File: src/inc/boot_loader_defines.svh
// Purpose: Offsets, field positions, limits and codes of the boot loader
// Assumes: Byte offsets on a 32-bit APB, word-addressed boot image
// Notes: Definitions only
`ifndef BOOT_LOADER_DEFINES_SVH
`define BOOT_LOADER_DEFINES_SVH
// Register byte offsets
`define REG_CTRL 8'h00
`define REG_TBL 8'h04
`define REG_STAT 8'h08
`define REG_EXEC 8'h0c
`define REG_PCNT 8'h10
`define REG_SECT 8'h14
`define ROM_LO 8'h40
`define ROM_HI 8'h4c
// Control bits
`define CTRL_START 0
`define CTRL_JTAG 1
`define CTRL_INPLACE 2
// Partition header byte offsets, word index is offset / 4
`define HDR_LEN 8'h00
`define HDR_DLEN 8'h04
`define HDR_TOT 8'h08
`define HDR_LOAD 8'h0c
`define HDR_EXEC 8'h10
`define HDR_OFF 8'h14
`define HDR_ATTR 8'h18
`define HDR_SECT 8'h1c
`define HDR_CSUM 8'h3c
`define HDR_WORDS 16
`define ATTR_FAB 5
`define ATTR_CPU 4
// On-chip RAM sizing
`define RAM_BASE 32'h0000_0000
`define LDR_MAX_KB 192
`define RAM_KB 256
`define RSV_KB 64
`define LDR_MAX_WORDS (`LDR_MAX_KB * 1024 / 4)
// Error codes
`define ERR_NONE 3'h0
`define ERR_SRC 3'h1
`define ERR_CSUM 3'h2
`define ERR_SIZE 3'h3
`define ERR_NOLDR 3'h4
`endif

File: src/inc/boot_loader_pkg.sv
// Purpose: Types shared by the boot partition loader
// Assumes: Constants live in boot_loader_defines.svh
// Notes: Whole loader state is one packed struct
package boot_loader_pkg;
    typedef enum logic [2:0] {
        S_IDLE, S_HDR, S_CHK, S_DATA, S_PUSH, S_NEXT, S_JUMP, S_END
    } state_e;
    typedef struct packed {
        logic [31:0] addr;
        logic [31:0] data;
    } mem_wr_s;
    typedef struct packed {
        state_e st;
        logic cap;
        logic secure;
        logic stage0;
        logic ram_full;
        logic use_jtag;
        logic inplace;
        logic fab;
        logic have_app;
        logic zero;
        logic done;
        logic mmu_off;
        logic jump;
        logic [2:0] err;
        logic [3:0] widx;
        logic [15:0][31:0] hdr;
        logic [31:0] sum;
        logic [31:0] tbl;
        logic [31:0] hptr;
        logic [31:0] raddr;
        logic [31:0] waddr;
        logic [31:0] left;
        logic [31:0] word;
        logic [31:0] exec;
        logic [7:0] pcnt;
    } ldr_s;
endpackage

File: src/verilog/boot_partition_loader.sv
// Purpose: Boot loader walking partition headers of a boot image
// Assumes: Image port answers one word per ack, same-cycle data
// Notes: APB answers in the access cycle, pready always high
`timescale 1ns/10ps
`include "boot_loader_defines.svh"

// Contract
// - Secure boot uses static memory only, JTAG disabled; non-secure allows both.
// - Stage-zero phase never configures the fabric.
// - Stage-zero code storage is read-only; writes change nothing.
// - Stage zero copies the loader image into on-chip RAM before handing over, unless the loader executes in place.
// - Loader at most 192 KB; top 64 KB reserved until loader starts.
// - Loader runs from on-chip RAM or executes in place, per setting.
// - Stage zero never enables external DDR or snoop control unit.
// - One header per partition, loader included, walked in order.
// - An all-zero header apart from checksum ends the walk.
// - Word 0x00 is data length in words; 0x04 decrypted length.
// - Word 0x08 is total partition space in the image.
// - Load and execution addresses ignored for fabric partitions.
// - Word 0x14 is data start in words from image start.
// - Attribute bit 5 marks fabric bitstream, bit 4 processor code.
// - Word 0x1C counts data sections of memory-loaded partitions.
// - Word 0x3C is inverse of sum of earlier words; verified.
// - Loader searches the table for bitstream and application partitions.
// - Loader programs fabric, copies application, then transfers execution.
// - Memory management unit is switched off before the jump.
module boot_partition_loader (
    // Clock and reset
    input wire logic pclk,
    input wire logic presetn,
    // APB slave
    input wire logic psel,
    input wire logic penable,
    input wire logic pwrite,
    input wire logic [7:0] paddr,
    input wire logic [31:0] pwdata,
    output logic [31:0] prdata,
    output logic pready,
    output logic pslverr,
    // Straps
    input wire logic secure_strap,
    // Boot image read port, word addressed
    output logic img_rd_req,
    output logic [31:0] img_rd_addr,
    input wire logic img_rd_ack,
    input wire logic [31:0] img_rd_data,
    // Fabric bitstream stream
    output logic fab_valid,
    output logic [31:0] fab_data,
    input wire logic fab_ready,
    // Memory copy port
    output logic mem_wr_valid,
    output boot_loader_pkg::mem_wr_s mem_wr,
    input wire logic mem_wr_ready,
    // System controls
    output logic jtag_en,
    output logic ddr_snoop_en,
    output logic ram_full,
    output logic mmu_off,
    output logic jump,
    output logic [31:0] exec_addr,
    output logic boot_err
);

    boot_loader_pkg::ldr_s s_q;
    boot_loader_pkg::ldr_s s_d;
    logic acc;
    logic wr;
    logic rom_hit;
    logic ctrl_start;
    logic [31:0] nsum;

    // ----------------------------------------
    // Decode helpers
    // ----------------------------------------
    // Word index of a header byte offset
    function automatic logic [3:0] hw(input logic [7:0] off);
        hw = off[5:2];
    endfunction

    // Stage-zero code words; values are arbitrary
    function automatic logic [31:0] rom_word(input logic [1:0] i);
        case (i)
            2'h0: rom_word = 32'h5a5a_0001;
            2'h1: rom_word = 32'h5a5a_0002;
            2'h2: rom_word = 32'h5a5a_0003;
            default: rom_word = 32'h5a5a_0004;
        endcase
    endfunction

    // Word taken from the image this cycle
    function automatic logic taken(input boot_loader_pkg::ldr_s s, input logic ack);
        taken = ack && (s.st == boot_loader_pkg::S_HDR || s.st == boot_loader_pkg::S_DATA);
    endfunction

    // ----------------------------------------
    // APB access
    // ----------------------------------------
    // Zero wait states; accesses complete in the access cycle
    assign acc = psel && penable;
    assign wr = acc && pwrite;
    assign rom_hit = paddr >= `ROM_LO && paddr <= `ROM_HI;
    assign pready = 1'b1;
    assign ctrl_start = wr && paddr == `REG_CTRL && pwdata[`CTRL_START];

    // Read mux and error answer
    always_comb begin
        prdata = 32'h0000_0000;
        pslverr = 1'b0;
        if (acc) begin
            case (paddr)
                `REG_CTRL: prdata = {29'h0, s_q.inplace, s_q.use_jtag, 1'b0};
                `REG_TBL: prdata = s_q.tbl;
                `REG_STAT: prdata = {22'h0, s_q.err, s_q.ram_full, s_q.stage0,
                    s_q.secure, s_q.mmu_off, s_q.done, s_q.err != `ERR_NONE,
                    s_q.st != boot_loader_pkg::S_IDLE && s_q.st != boot_loader_pkg::S_END};
                `REG_EXEC: prdata = s_q.exec;
                `REG_PCNT: prdata = {24'h0, s_q.pcnt};
                `REG_SECT: prdata = s_q.hdr[hw(`HDR_SECT)];
                default: begin
                    if (rom_hit && !pwrite) begin
                        prdata = rom_word(paddr[3:2]);
                    end else begin
                        pslverr = 1'b1;
                    end
                end
            endcase
        end
    end

    // ----------------------------------------
    // Loader sequencing
    // ----------------------------------------
    assign nsum = s_q.sum + img_rd_data;

    // Next-state logic for the whole loader
    always_comb begin
        s_d = s_q;
        s_d.jump = 1'b0;
        if (!s_q.cap) begin
            s_d.cap = 1'b1;
            s_d.secure = secure_strap;
        end
        if (wr && paddr == `REG_TBL) begin
            s_d.tbl = pwdata;
        end
        if (wr && paddr == `REG_CTRL) begin
            s_d.use_jtag = pwdata[`CTRL_JTAG];
            s_d.inplace = pwdata[`CTRL_INPLACE];
        end
        case (s_q.st)
            boot_loader_pkg::S_IDLE, boot_loader_pkg::S_END: begin
                if (ctrl_start && s_q.cap) begin
                    s_d.done = 1'b0;
                    s_d.mmu_off = 1'b0;
                    s_d.have_app = 1'b0;
                    s_d.ram_full = 1'b0;
                    s_d.pcnt = 8'h00;
                    s_d.err = `ERR_NONE;
                    if (s_q.secure && pwdata[`CTRL_JTAG]) begin
                        s_d.err = `ERR_SRC;
                        s_d.st = boot_loader_pkg::S_END;
                    end else begin
                        s_d.stage0 = 1'b1;
                        s_d.hptr = s_q.tbl;
                        s_d.raddr = s_q.tbl;
                        s_d.widx = 4'h0;
                        s_d.sum = 32'h0000_0000;
                        s_d.zero = 1'b1;
                        s_d.st = boot_loader_pkg::S_HDR;
                    end
                end
            end
            boot_loader_pkg::S_HDR: begin
                if (taken(s_q, img_rd_ack)) begin
                    s_d.hdr[s_q.widx] = img_rd_data;
                    s_d.raddr = s_q.raddr + 32'h1;
                    s_d.widx = s_q.widx + 4'h1;
                    if (s_q.widx == hw(`HDR_CSUM)) begin
                        s_d.st = boot_loader_pkg::S_CHK;
                    end else begin
                        s_d.sum = nsum;
                        s_d.zero = s_q.zero && img_rd_data == 32'h0000_0000;
                    end
                end
            end
            boot_loader_pkg::S_CHK: begin
                s_d.raddr = s_q.hdr[hw(`HDR_OFF)];
                s_d.left = s_q.hdr[hw(`HDR_LEN)];
                s_d.fab = 1'b0;
                if (s_q.zero) begin
                    // Table end: an empty table has no loader at all
                    if (s_q.stage0) begin
                        s_d.err = `ERR_NOLDR;
                        s_d.st = boot_loader_pkg::S_END;
                    end else if (s_q.have_app) begin
                        s_d.mmu_off = 1'b1;
                        s_d.st = boot_loader_pkg::S_JUMP;
                    end else begin
                        s_d.done = 1'b1;
                        s_d.st = boot_loader_pkg::S_END;
                    end
                end else if (~s_q.sum != s_q.hdr[hw(`HDR_CSUM)]) begin
                    s_d.err = `ERR_CSUM;
                    s_d.st = boot_loader_pkg::S_END;
                end else begin
                    s_d.pcnt = s_q.pcnt + 8'h01;
                    s_d.st = boot_loader_pkg::S_DATA;
                    if (s_q.hdr[hw(`HDR_LEN)] > s_q.hdr[hw(`HDR_TOT)]) begin
                        // Longer data would run into the next partition
                        s_d.err = `ERR_SIZE;
                        s_d.st = boot_loader_pkg::S_END;
                    end else if (s_q.stage0) begin
                        if (s_q.hdr[hw(`HDR_LEN)] > `LDR_MAX_WORDS) begin
                            s_d.err = `ERR_SIZE;
                            s_d.st = boot_loader_pkg::S_END;
                        end else if (s_q.inplace) begin
                            // Runs from flash, nothing copied
                            s_d.exec = s_q.hdr[hw(`HDR_EXEC)];
                            s_d.st = boot_loader_pkg::S_NEXT;
                        end else begin
                            s_d.waddr = `RAM_BASE;
                            s_d.exec = `RAM_BASE;
                        end
                    end else if (s_q.hdr[hw(`HDR_ATTR)][`ATTR_FAB]) begin
                        s_d.fab = 1'b1;
                    end else if (s_q.hdr[hw(`HDR_ATTR)][`ATTR_CPU]) begin
                        s_d.waddr = s_q.hdr[hw(`HDR_LOAD)];
                        s_d.exec = s_q.hdr[hw(`HDR_EXEC)];
                        s_d.have_app = 1'b1;
                    end else begin
                        s_d.st = boot_loader_pkg::S_NEXT;
                    end
                    if (s_q.hdr[hw(`HDR_LEN)] == 32'h0000_0000) begin
                        s_d.st = boot_loader_pkg::S_NEXT;
                    end
                end
            end
            boot_loader_pkg::S_DATA: begin
                if (taken(s_q, img_rd_ack)) begin
                    s_d.word = img_rd_data;
                    s_d.raddr = s_q.raddr + 32'h1;
                    s_d.st = boot_loader_pkg::S_PUSH;
                end
            end
            boot_loader_pkg::S_PUSH: begin
                if (s_q.fab ? fab_ready : mem_wr_ready) begin
                    s_d.left = s_q.left - 32'h1;
                    s_d.waddr = s_q.waddr + 32'h4;
                    s_d.st = s_q.left == 32'h1 ? boot_loader_pkg::S_NEXT
                        : boot_loader_pkg::S_DATA;
                end
            end
            boot_loader_pkg::S_NEXT: begin
                // Leaving stage zero frees the reserved top of RAM
                if (s_q.stage0) begin
                    s_d.stage0 = 1'b0;
                    s_d.ram_full = 1'b1;
                end
                s_d.hptr = s_q.hptr + `HDR_WORDS;
                s_d.raddr = s_q.hptr + `HDR_WORDS;
                s_d.widx = 4'h0;
                s_d.sum = 32'h0000_0000;
                s_d.zero = 1'b1;
                s_d.st = boot_loader_pkg::S_HDR;
            end
            boot_loader_pkg::S_JUMP: begin
                s_d.jump = 1'b1;
                s_d.done = 1'b1;
                s_d.st = boot_loader_pkg::S_END;
            end
            default: s_d.st = boot_loader_pkg::S_IDLE;
        endcase
    end

    // State register
    always_ff @(posedge pclk or negedge presetn) begin
        if (!presetn) begin
            s_q <= '0;
        end else begin
            s_q <= s_d;
        end
    end

    // ----------------------------------------
    // Outputs
    // ----------------------------------------
    // Handshake requests are decoded from state
    assign img_rd_req = s_q.st == boot_loader_pkg::S_HDR || s_q.st == boot_loader_pkg::S_DATA;
    assign img_rd_addr = s_q.raddr;
    assign fab_valid = s_q.st == boot_loader_pkg::S_PUSH && s_q.fab && !s_q.stage0;
    assign fab_data = s_q.word;
    assign mem_wr_valid = s_q.st == boot_loader_pkg::S_PUSH && !s_q.fab;
    assign mem_wr.addr = s_q.waddr;
    assign mem_wr.data = s_q.word;
    assign jtag_en = s_q.cap && !s_q.secure;
    assign ddr_snoop_en = 1'b0;
    assign ram_full = s_q.ram_full;
    assign mmu_off = s_q.mmu_off;
    assign jump = s_q.jump;
    assign exec_addr = s_q.exec;
    assign boot_err = s_q.err != `ERR_NONE;
endmodule

File: config.mk
export PLATFORM = sky130hd
export DESIGN_NAME = boot_partition_loader
export DESIGN_NICKNAME = d
export VERILOG_FILES = /design/src/inc/boot_loader_pkg.sv /design/src/verilog/boot_partition_loader.sv
export VERILOG_INCLUDE_DIRS = /design/src /design/src/inc
export SDC_FILE = /design/constraint.sdc
export NUM_CORES = 1
export LEC_CHECK = 0
export BUFFER_PORTS_ARGS = -buffer_cell sky130_fd_sc_hd__buf_2
export CAP_MARGIN = 10
export CORE_ASPECT_RATIO = 1.5
export CORE_UTILIZATION = 45
export CTS_CLUSTER_DIAMETER = 120
export DETAILED_ROUTE_END_ITERATION = 6
export PLACE_DENSITY = 0.75
export SYNTH_ARGS = -nofsm -noshare
export SYNTH_HDL_FRONTEND = slang
export SYNTH_SLANG_ARGS = --single-unit
File: constraint.sdc
create_clock -name pclk -period 3.5 [get_ports pclk]
set_input_delay 1.05 -clock pclk [delete_from_list [all_inputs] [get_ports pclk]]
set_output_delay 1.05 -clock pclk [all_outputs]
set_load 0.01 [all_outputs]
# --- Word-level counts from Yosys, hierarchy flattened ---
# Index checks and enable logic that the tools add are counted.
classes:
  n_bitwise: 4
  order_cmp: 6
  muxes: 93
  n_reduce_logical: 55
  addsub: 7
  n_eq_ne: 45
ops:
  columns: ["operator", "n"]
  rows:
  - ["two-way mux 32 bit", 19]
  - ["two-way mux 548 bit", 1]
  - ["bitwise mux 512 bit", 1]
  - ["two-way mux 64 bit", 3]
  - ["one-hot mux 32 bit (6 select lines)", 1]
  - ["demux 32 bit (select 4 bit)", 1]
  - ["one-hot mux 32 bit (4 select lines)", 1]
  - ["one-hot mux 64 bit (2 select lines)", 1]
  - ["one-hot mux 32 bit (3 select lines)", 1]
  - ["two-way mux 3 bit", 22]
  - ["logical NOT 32 bit", 2]
  - ["one-hot mux 32 bit (2 select lines)", 1]
  - ["adder 32 x 1 -> 32 bit (second input constant)", 1]
  - ["adder 32 x 3 -> 32 bit (second input constant)", 1]
  - ["adder 32 bit", 1]
  - ["adder 32 x 5 -> 32 bit (second input constant)", 1]
  - ["== test 32 x 1 -> 1 bit (second input constant)", 1]
  - ["> comparator 32 x 16 -> 1 bit (second input constant)", 1]
  - ["> comparator 32 bit", 1]
  - ["inequality test 2 bit (second input constant)", 16]
  - ["inequality test 32 bit", 1]
  - ["NOT 32 bit", 1]
  - ["subtractor 32 x 1 -> 32 bit (second input constant)", 1]
  - ["two-way mux 31 bit", 1]
  - ["other kinds (51)", 129]
word_totals:
  reg_bits: 798
  output_inout_bits: 203
  input_bits: 81

# --- Logic depth before layout (Yosys ltp) ---
# Gate-level depths: netlist of run 1.
logic_depth:
  word_depth: 8
  depth_mapped: 13
  mapped_depth_nobuf: 11

# --- Worst setup path before layout of run 1 ---
# Ideal clock, no wire load.
synth_path:
  kind: "input to output"
  startpoint: "in paddr[5]"
  endpoint: "out prdata[17]"
  required_time_ns: 2.450
  arrival_time_ns: 2.710
  path_slack_ns: -0.260
  cell_stages: 9
  path_buffers: 2
  cell_sequence: "or3_1 nor2_1 and2_1 clkbuf_1 nor2_1 nand2_1 nand3_1 clkbuf_1 o21ai_0"
synth_via:
  elab_chain_len: 6
  word_cells_on_any_way: 13
  cone_classes: "2 x order compare; 5 x eq/ne; 3 x mux; 3 x reduce/logical"
synth_lines:
  columns: ["item", "line_no", "text"]
  rows:
  - ["start: declaration", "boot_partition_loader.sv:35", "input wire logic [7:0] paddr,"]
  - ["greater-or-equal comparator 8 x 7 -> 1 bit (no line) or <= comparator 8 x 7 -> 1 bit (tied branches)", null, null]
  - ["logical AND 1 bit (no line)", null, null]
  - ["logical AND 1 bit", "boot_partition_loader.sv:121", "if (rom_hit && !pwrite) begin"]
  - ["two-way mux 31 bit", "boot_partition_loader.sv:121", null]
  - ["one-hot mux 32 bit (6 select lines) *", "boot_partition_loader.sv:111", "case (paddr)"]
  - ["two-way mux 32 bit *", "boot_partition_loader.sv:110", "if (acc) begin"]
  - ["end: declaration", "boot_partition_loader.sv:37", "output logic [31:0] prdata,"]
# Every way passes the cells marked *; elsewhere a longest branch is shown, timed or not.

# --- Worst setup path in the final report of run 1 ---
layout_path:
  startpoint: "in paddr[1]"
  endpoint: "out prdata[12]"
layout_via:
  elab_chain_len: 3
  word_cells_on_any_way: 8
  cone_classes: "5 x eq/ne; 2 x mux; 1 x reduce/logical"
layout_lines:
  columns: ["item", "line_no"]
  rows:
  - ["== test 8 x 5 -> 1 bit, or another cell as far along", "boot_partition_loader.sv:111"]
  - ["one-hot mux 32 bit (6 select lines) *", "boot_partition_loader.sv:111"]
  - ["two-way mux 32 bit *", "boot_partition_loader.sv:110"]
# Marked as above.

==> results_dict.tcl, run 1 <==
set metrics [dict create \
    status "complete, but fails checks" \
    violations "negative setup slack" \
    r2r_setup_slack_ns 0.22 \
    fp.coreArea_um2 61100 \
    synth_area_um2 27900 \
    cp_max_fo 5 \
    synth-main-ff-cell "dfrtp_1" \
    hpwl_mm 66.2 \
    final_area_um2 32300 \
    critical_path.endpoint "prdata[12]" \
    rsz0062_at_grt "true" \
    synthDistinctLibCells 75 \
    crit_chain "buf_8 -> or3_4 -> nor3_4 -> and3_4 -> buf_12 -> clkbuf_16 -> a222oi_1 -> nor2_2 -> buf_2" \
    setup_slack_ns -0.194 \
    cp.required_ns 2.45 \
    worst-path-buf-inv 4 \
    timing_hold_violations_final 0 \
    cts_sinks 512 \
    fill_cells 5358 \
    min_period_ns 3.69 \
    detail_route.wl_per_cell_um 23.6 \
    arrival_ns 2.64 \
    start_util 0.456 \
    grt_first_pass_wirelength_mm 138 \
    routed_wl_mm 91.1 \
    num_io_pins 284 \
    antenna_found_initial 5 \
    layout-drive-gt1-share 0.293 \
    drc 0 \
    vdd_drop_max_mv 0.495 \
    die_w_um 205 \
    cp-start-kind "input pin" \
    clk_pin_slew_worst_paths_ns 0.06 \
    insertion_delay_ns 0.60 \
    ys_seq_area_frac 0.460 \
    crit_path_start "paddr[1]" \
    skew_ns 0.0349 \
    maxCapViolations 0 \
    dr.pass1.iters 7 \
    dieArea_um2 62900 \
    row_count 111 \
    reg2reg_depth 11 \
    grt_pass1_vias 22968 \
    antenna_left 0 \
    clockBufferDepth 3 \
    setup_violations 32 \
    cts_buffers 48 \
    fin_util 0.528 \
    gr-total-overflow 0 \
    cpPeakStageDelay_ns 0.41 \
    cellPowerDensity_nw_per_um2 768 \
    yosys_register_bits 512 \
    track_usage 0.289 \
    worst_pin_slew_ns 0.883 \
    r2r_end "mem_wr[34]" \
    fin_crit_sh 1.06 \
    cp.depth 9 \
    syn_to_final_growth_pct 15.9 \
    numPortBuffers 281 \
    critPathCaptureType "primary output" \
    place.gp.congestion 0.952 \
    async_flop_share 1.00 \
    clockRootBuffer "clkbuf_16" \
    drt_iter0_drc 2163 \
    fmax_mhz 271 \
    vias 23321 \
    fp.dieH_um 307 \
    placed_area_um2 30300 \
    relSlewSlack 0.411 \
    leakagePower_nw 14.9 \
    synth_edf_count 0 \
    ys_warn_count 0 \
    synth_cells 2815 \
    crit_type "in -> out" \
    htreeDepth 2 \
    hp-class "in -> async" \
    report.final.slew_viol_count 0 \
    cts.hold.buffers_added 0 \
    via_per_inst 6.05 \
    avgSynthCellArea_um2 9.89 \
    final_nets 3188 \
    grt_max_degree 87 \
    cts_tree "done" \
    critPathSlowestCell "or3_4" \
    finalPower_mw 24.8 \
    critPathTopFamily "simple AND/OR/NAND/NOR gates" \
]
==> what timing repair did <==
action                                 CTS  global route
pin swaps                               10            10
buffers inserted                         3             5
gates resized for setup                 15            31
cloned                                   1             1
setup endpoints to repair               32            32
endpoints found under the hold margin    0             0
==> worst reg2reg max path: stages, from the launching register on <==
cell and delay [ns]:
dfrtp_1 0.45, ha_1 0.33, nand4_1 0.12, nor2_1 0.17
nand4_1 0.15, or4_1 0.56, nor2b_1 0.15, o21ai_1 0.22
nand3_1 0.24, buf_4 0.23, nand2_1 0.19, mux2_2 0.36
==> how the worst min path moves through the flow <==
stage,start,endpoint,slack [ns],cells after the start
after floorplan,s_q[94],s_q[94],0.44,2
after global placement,s_q[94],s_q[94],0.45,2
after detailed placement,s_q[94],s_q[94],0.47,2
after CTS,presetn,asynchronous set/reset pin,0.47,1
after global routing,presetn,asynchronous set/reset pin,0.49,1
final,presetn,asynchronous set/reset pin,0.45,1
==> cell usage in the layout (no fill, tap or decap), drive strengths merged, types with 38 or more instances in the layout <==
cell	Yosys	routed
clkbuf	127	67
mux2	264	264
nor4	39	39
nor3	51	51
xor2	39	39
o21ai	258	258
a21oi	177	177
nor2	147	147
buf	187	474
nand3	82	82
ha	78	78
xnor2	57	57
inv	77	80
and3	38	38
dfrtp	512	512
nand2	265	265
==> per-layer routing <==
layer  part of all wire  track usage  vias to the layer above
met1               0.36        0.334                    11542
met5            0.00040            0                        -
met4              0.077        0.198                        6
met3              0.069       0.0451                      293
li1                   -            -                    10470
met2               0.49        0.488                     1010
==> cell families (layout without fill, tap and decap cells) <==
family	Yosys count	after routing	synth area share
fa+ha+maj	79	79	0.0358
xor+xnor	96	96	0.0302
simple gates	733	733	0.125
other cells	2	4	0.000270
buf+inv	391	639	0.0748
mux	269	269	0.109
flops	512	512	0.460
compound gates	733	733	0.166
==> per-stage QoR <==
stage	std cells	setup TNS [ns]	setup slack, ns	hold WS [ns]
4_1_cts	3850	-4.54	-0.179	0.468
6_report	3856	-4.50	-0.194	0.448
2_1_floorplan	2816	-0.0341	-0.00487	0.441
5_1_grt	3855	-6.10	-0.233	0.487
3_3_place_gp	3760	-8.05	-0.288	0.452
3_5_place_dp	3760	-9.79	-0.347	0.467
==> Yosys cell counts (9+ instances only) <==
cell	number	area share
dfrtp_1	512	0.46
nand2_1	265	0.036
mux2_2	264	0.11
o21ai_0	253	0.045
a21oi_1	176	0.032
buf_4	162	0.044
nor2_1	147	0.020
clkbuf_1	126	0.017
nand3_1	81	0.015
ha_1	78	0.035
inv_1	77	0.010
xnor2_1	57	0.018
nor3_1	49	0.0088
xor2_1	39	0.012
and3_1	38	0.0085
nor4_1	36	0.0081
a31oi_1	34	0.0076
nand4_1	34	0.0076
a222oi_1	33	0.012
a21o_1	30	0.0081
a221o_1	28	0.010
a22oi_1	25	0.0067
o22ai_1	22	0.0049
buf_1	20	0.0027
or3_1	18	0.0040
a221oi_1	16	0.0050
and2_1	15	0.0034
o211ai_1	14	0.0038
a211oi_1	11	0.0030
a22o_1	10	0.0031
o22a_1	10	0.0031
nor2b_1	9	0.0020
==> cell type report <==
type,instances,area (µm²),share of cell area
clock buffers,65,1350,0.0417
repair buffers,476,3270,0.101
multi-input cells,1913,13300,0.412
flip-flops and latches,512,12800,0.397
clock inverters,21,282,0.00872
diodes,1,2.50,0.0000775
well taps,791,990,0.0307
inverters,77,289,0.00895
==> power by group <==
group / internal [mW] / switching, mW / total [mW]
Sequential: 7.78 / 1.79 / 9.56
Clock: 3.09 / 2.41 / 5.50
Combinational: 4.25 / 5.48 / 9.73
Total: 15.1 / 9.68 / 24.8
(Power assumes the default switching activity.)
==> run 2: changes to the inputs <==
--- a/config.mk
+++ b/config.mk
@@ -8,7 +8,7 @@
 export LEC_CHECK = 0
 export BUFFER_PORTS_ARGS = -buffer_cell sky130_fd_sc_hd__buf_2
 export CAP_MARGIN = 10
-export CORE_ASPECT_RATIO = 1.5
+export CORE_ASPECT_RATIO = 1.4
 export CORE_UTILIZATION = 45
 export CTS_CLUSTER_DIAMETER = 120
 export DETAILED_ROUTE_END_ITERATION = 6
==> results_dict.tcl, run 2 (synthesized netlist as in run 1, its figures left out) <==
set metrics [dict create \
    critPathSlowestCell "or3_4" \
    critPathCaptureType "primary output" \
    vias 23579 \
    via_per_inst 6.06 \
    grt_max_degree 95 \
    syn_to_final_growth_pct 17.0 \
    fp.coreArea_um2 61000 \
    place.gp.congestion 0.953 \
    antenna_found_initial 7 \
    maxCapViolations 0 \
    clockRootBuffer "clkbuf_16" \
    hpwl_mm 64.7 \
    cp.required_ns 2.45 \
    routed_wl_mm 91.7 \
    fin_crit_sh 1.07 \
    final_area_um2 32600 \
    insertion_delay_ns 0.59 \
    cpPeakStageDelay_ns 0.43 \
    vdd_drop_max_mv 0.461 \
    detail_route.wl_per_cell_um 23.6 \
    setup_slack_ns -0.257 \
    track_usage 0.289 \
    fmax_mhz 266 \
    cts_sinks 512 \
    crit_chain "buf_6 -> or3_4 -> nor2_4 -> and2_4 -> buf_12 -> buf_12 -> a222oi_1 -> o21ai_4 -> buf_6" \
    start_util 0.456 \
    grt_pass1_vias 22592 \
    numPortBuffers 281 \
    clk_pin_slew_worst_paths_ns 0.06 \
    htreeDepth 2 \
    arrival_ns 2.71 \
    reg2reg_depth 11 \
    crit_path_start "paddr[0]" \
    min_period_ns 3.76 \
    drt_iter0_drc 2326 \
    final_cells 3888 \
    timing_hold_violations_final 0 \
    worst_pin_slew_ns 0.987 \
    num_io_pins 284 \
    cp_max_fo 11 \
    final_common_cell "dfrtp_1" \
    violations "negative setup slack" \
    crit_type "in -> out" \
    drc 0 \
    final_nets 3191 \
    placed_area_um2 30300 \
    status "complete, but fails checks" \
    cellPowerDensity_nw_per_um2 765 \
    cts_tree "done" \
    row_count 107 \
    clockBufferDepth 3 \
    die_w_um 212 \
    rsz0062_at_grt "true" \
    relSlewSlack 0.342 \
    place_ws_ns -0.434 \
    dp.cells 3775 \
    grt_first_pass_wirelength_mm 137 \
    dieArea_um2 62900 \
    report.final.slew_viol_count 0 \
    leakagePower_nw 15.0 \
    layout-drive-gt1-share 0.295 \
    antenna_left 0 \
    hp-class "in -> async" \
    finalPower_mw 24.9 \
    setup_violations 33 \
    cts_buffers 50 \
    dr.pass1.iters 6 \
    fp.dieH_um 296 \
    skew_ns 0.0317 \
    cts.hold.buffers_added 0 \
    gr-total-overflow 0 \
    layout_common_cells "512 x dfrtp_1, 264 x mux2_2, 263 x nand2_1, 256 x buf_2, 242 x o21ai_0" \
    cp-start-kind "input pin" \
]
run 2: area by class of cell:
type	instances	area, µm²
antenna	1	2.50
clock buffer	70	1450
clock inverter	21	259
fill	5349	28500
inverter	77	289
multi-input combinational	1913	13400
sequential	512	12800
tap	817	1020
timing repair buffer	477	3380
run 2: worst paths after layout:
| path | end | slack (ns) |
|---|---|---|
| max reg2reg | mem_wr[49] | 0.25 |
| max in group asynchronous | fab_data[20] | 2.14 |
| min | s_q[205] | 0.42 |
| max | prdata[17] | -0.26 |
| min reg2reg | s_q[94] | 0.48 |
| min in group pclk | s_q[94] | 0.48 |
run 2: per-layer routing:
layer  global-route usage  wire, µm  part of all wire
met1                0.337     32900              0.36
met2                0.481     44500              0.49
met3               0.0588      7650             0.083
met4                0.189      6490             0.071
met5                    0        47           0.00051
run 2: stage by stage:
step	hold WS, ns	setup TNS, ns	util
after floorplan	0.441	-0.0341	-
after global placement	0.452	-10.37	0.496
after detailed placement	0.465	-11.18	0.496
after CTS	0.427	-5.38	0.529
after global routing	0.440	-7.55	0.534
final	0.415	-6.57	0.534
run 2: timing repair:
item                                    CTS  global route
pin swaps                                23            18
endpoints found under the hold margin     0             0
endpoints found under the setup margin   32            34
cloned                                    4             0
buffers inserted                         10             9
resized for setup                        35            45
run 2: critical path, delay by kind of cell:
family,cells,cell delay [ns]
and+or+nand+nor,3,0.78
buffers and inverters,4,0.54
AOI/OAI and AO/OA,2,0.31
run 2: power by group:
group          switching [mW]  total [mW]  leakage [nW]  internal [mW]
combinational            5.45        9.70          7.56           4.25
clock                    2.40        5.67         0.831           3.27
sequential               1.80        9.58          6.64           7.78
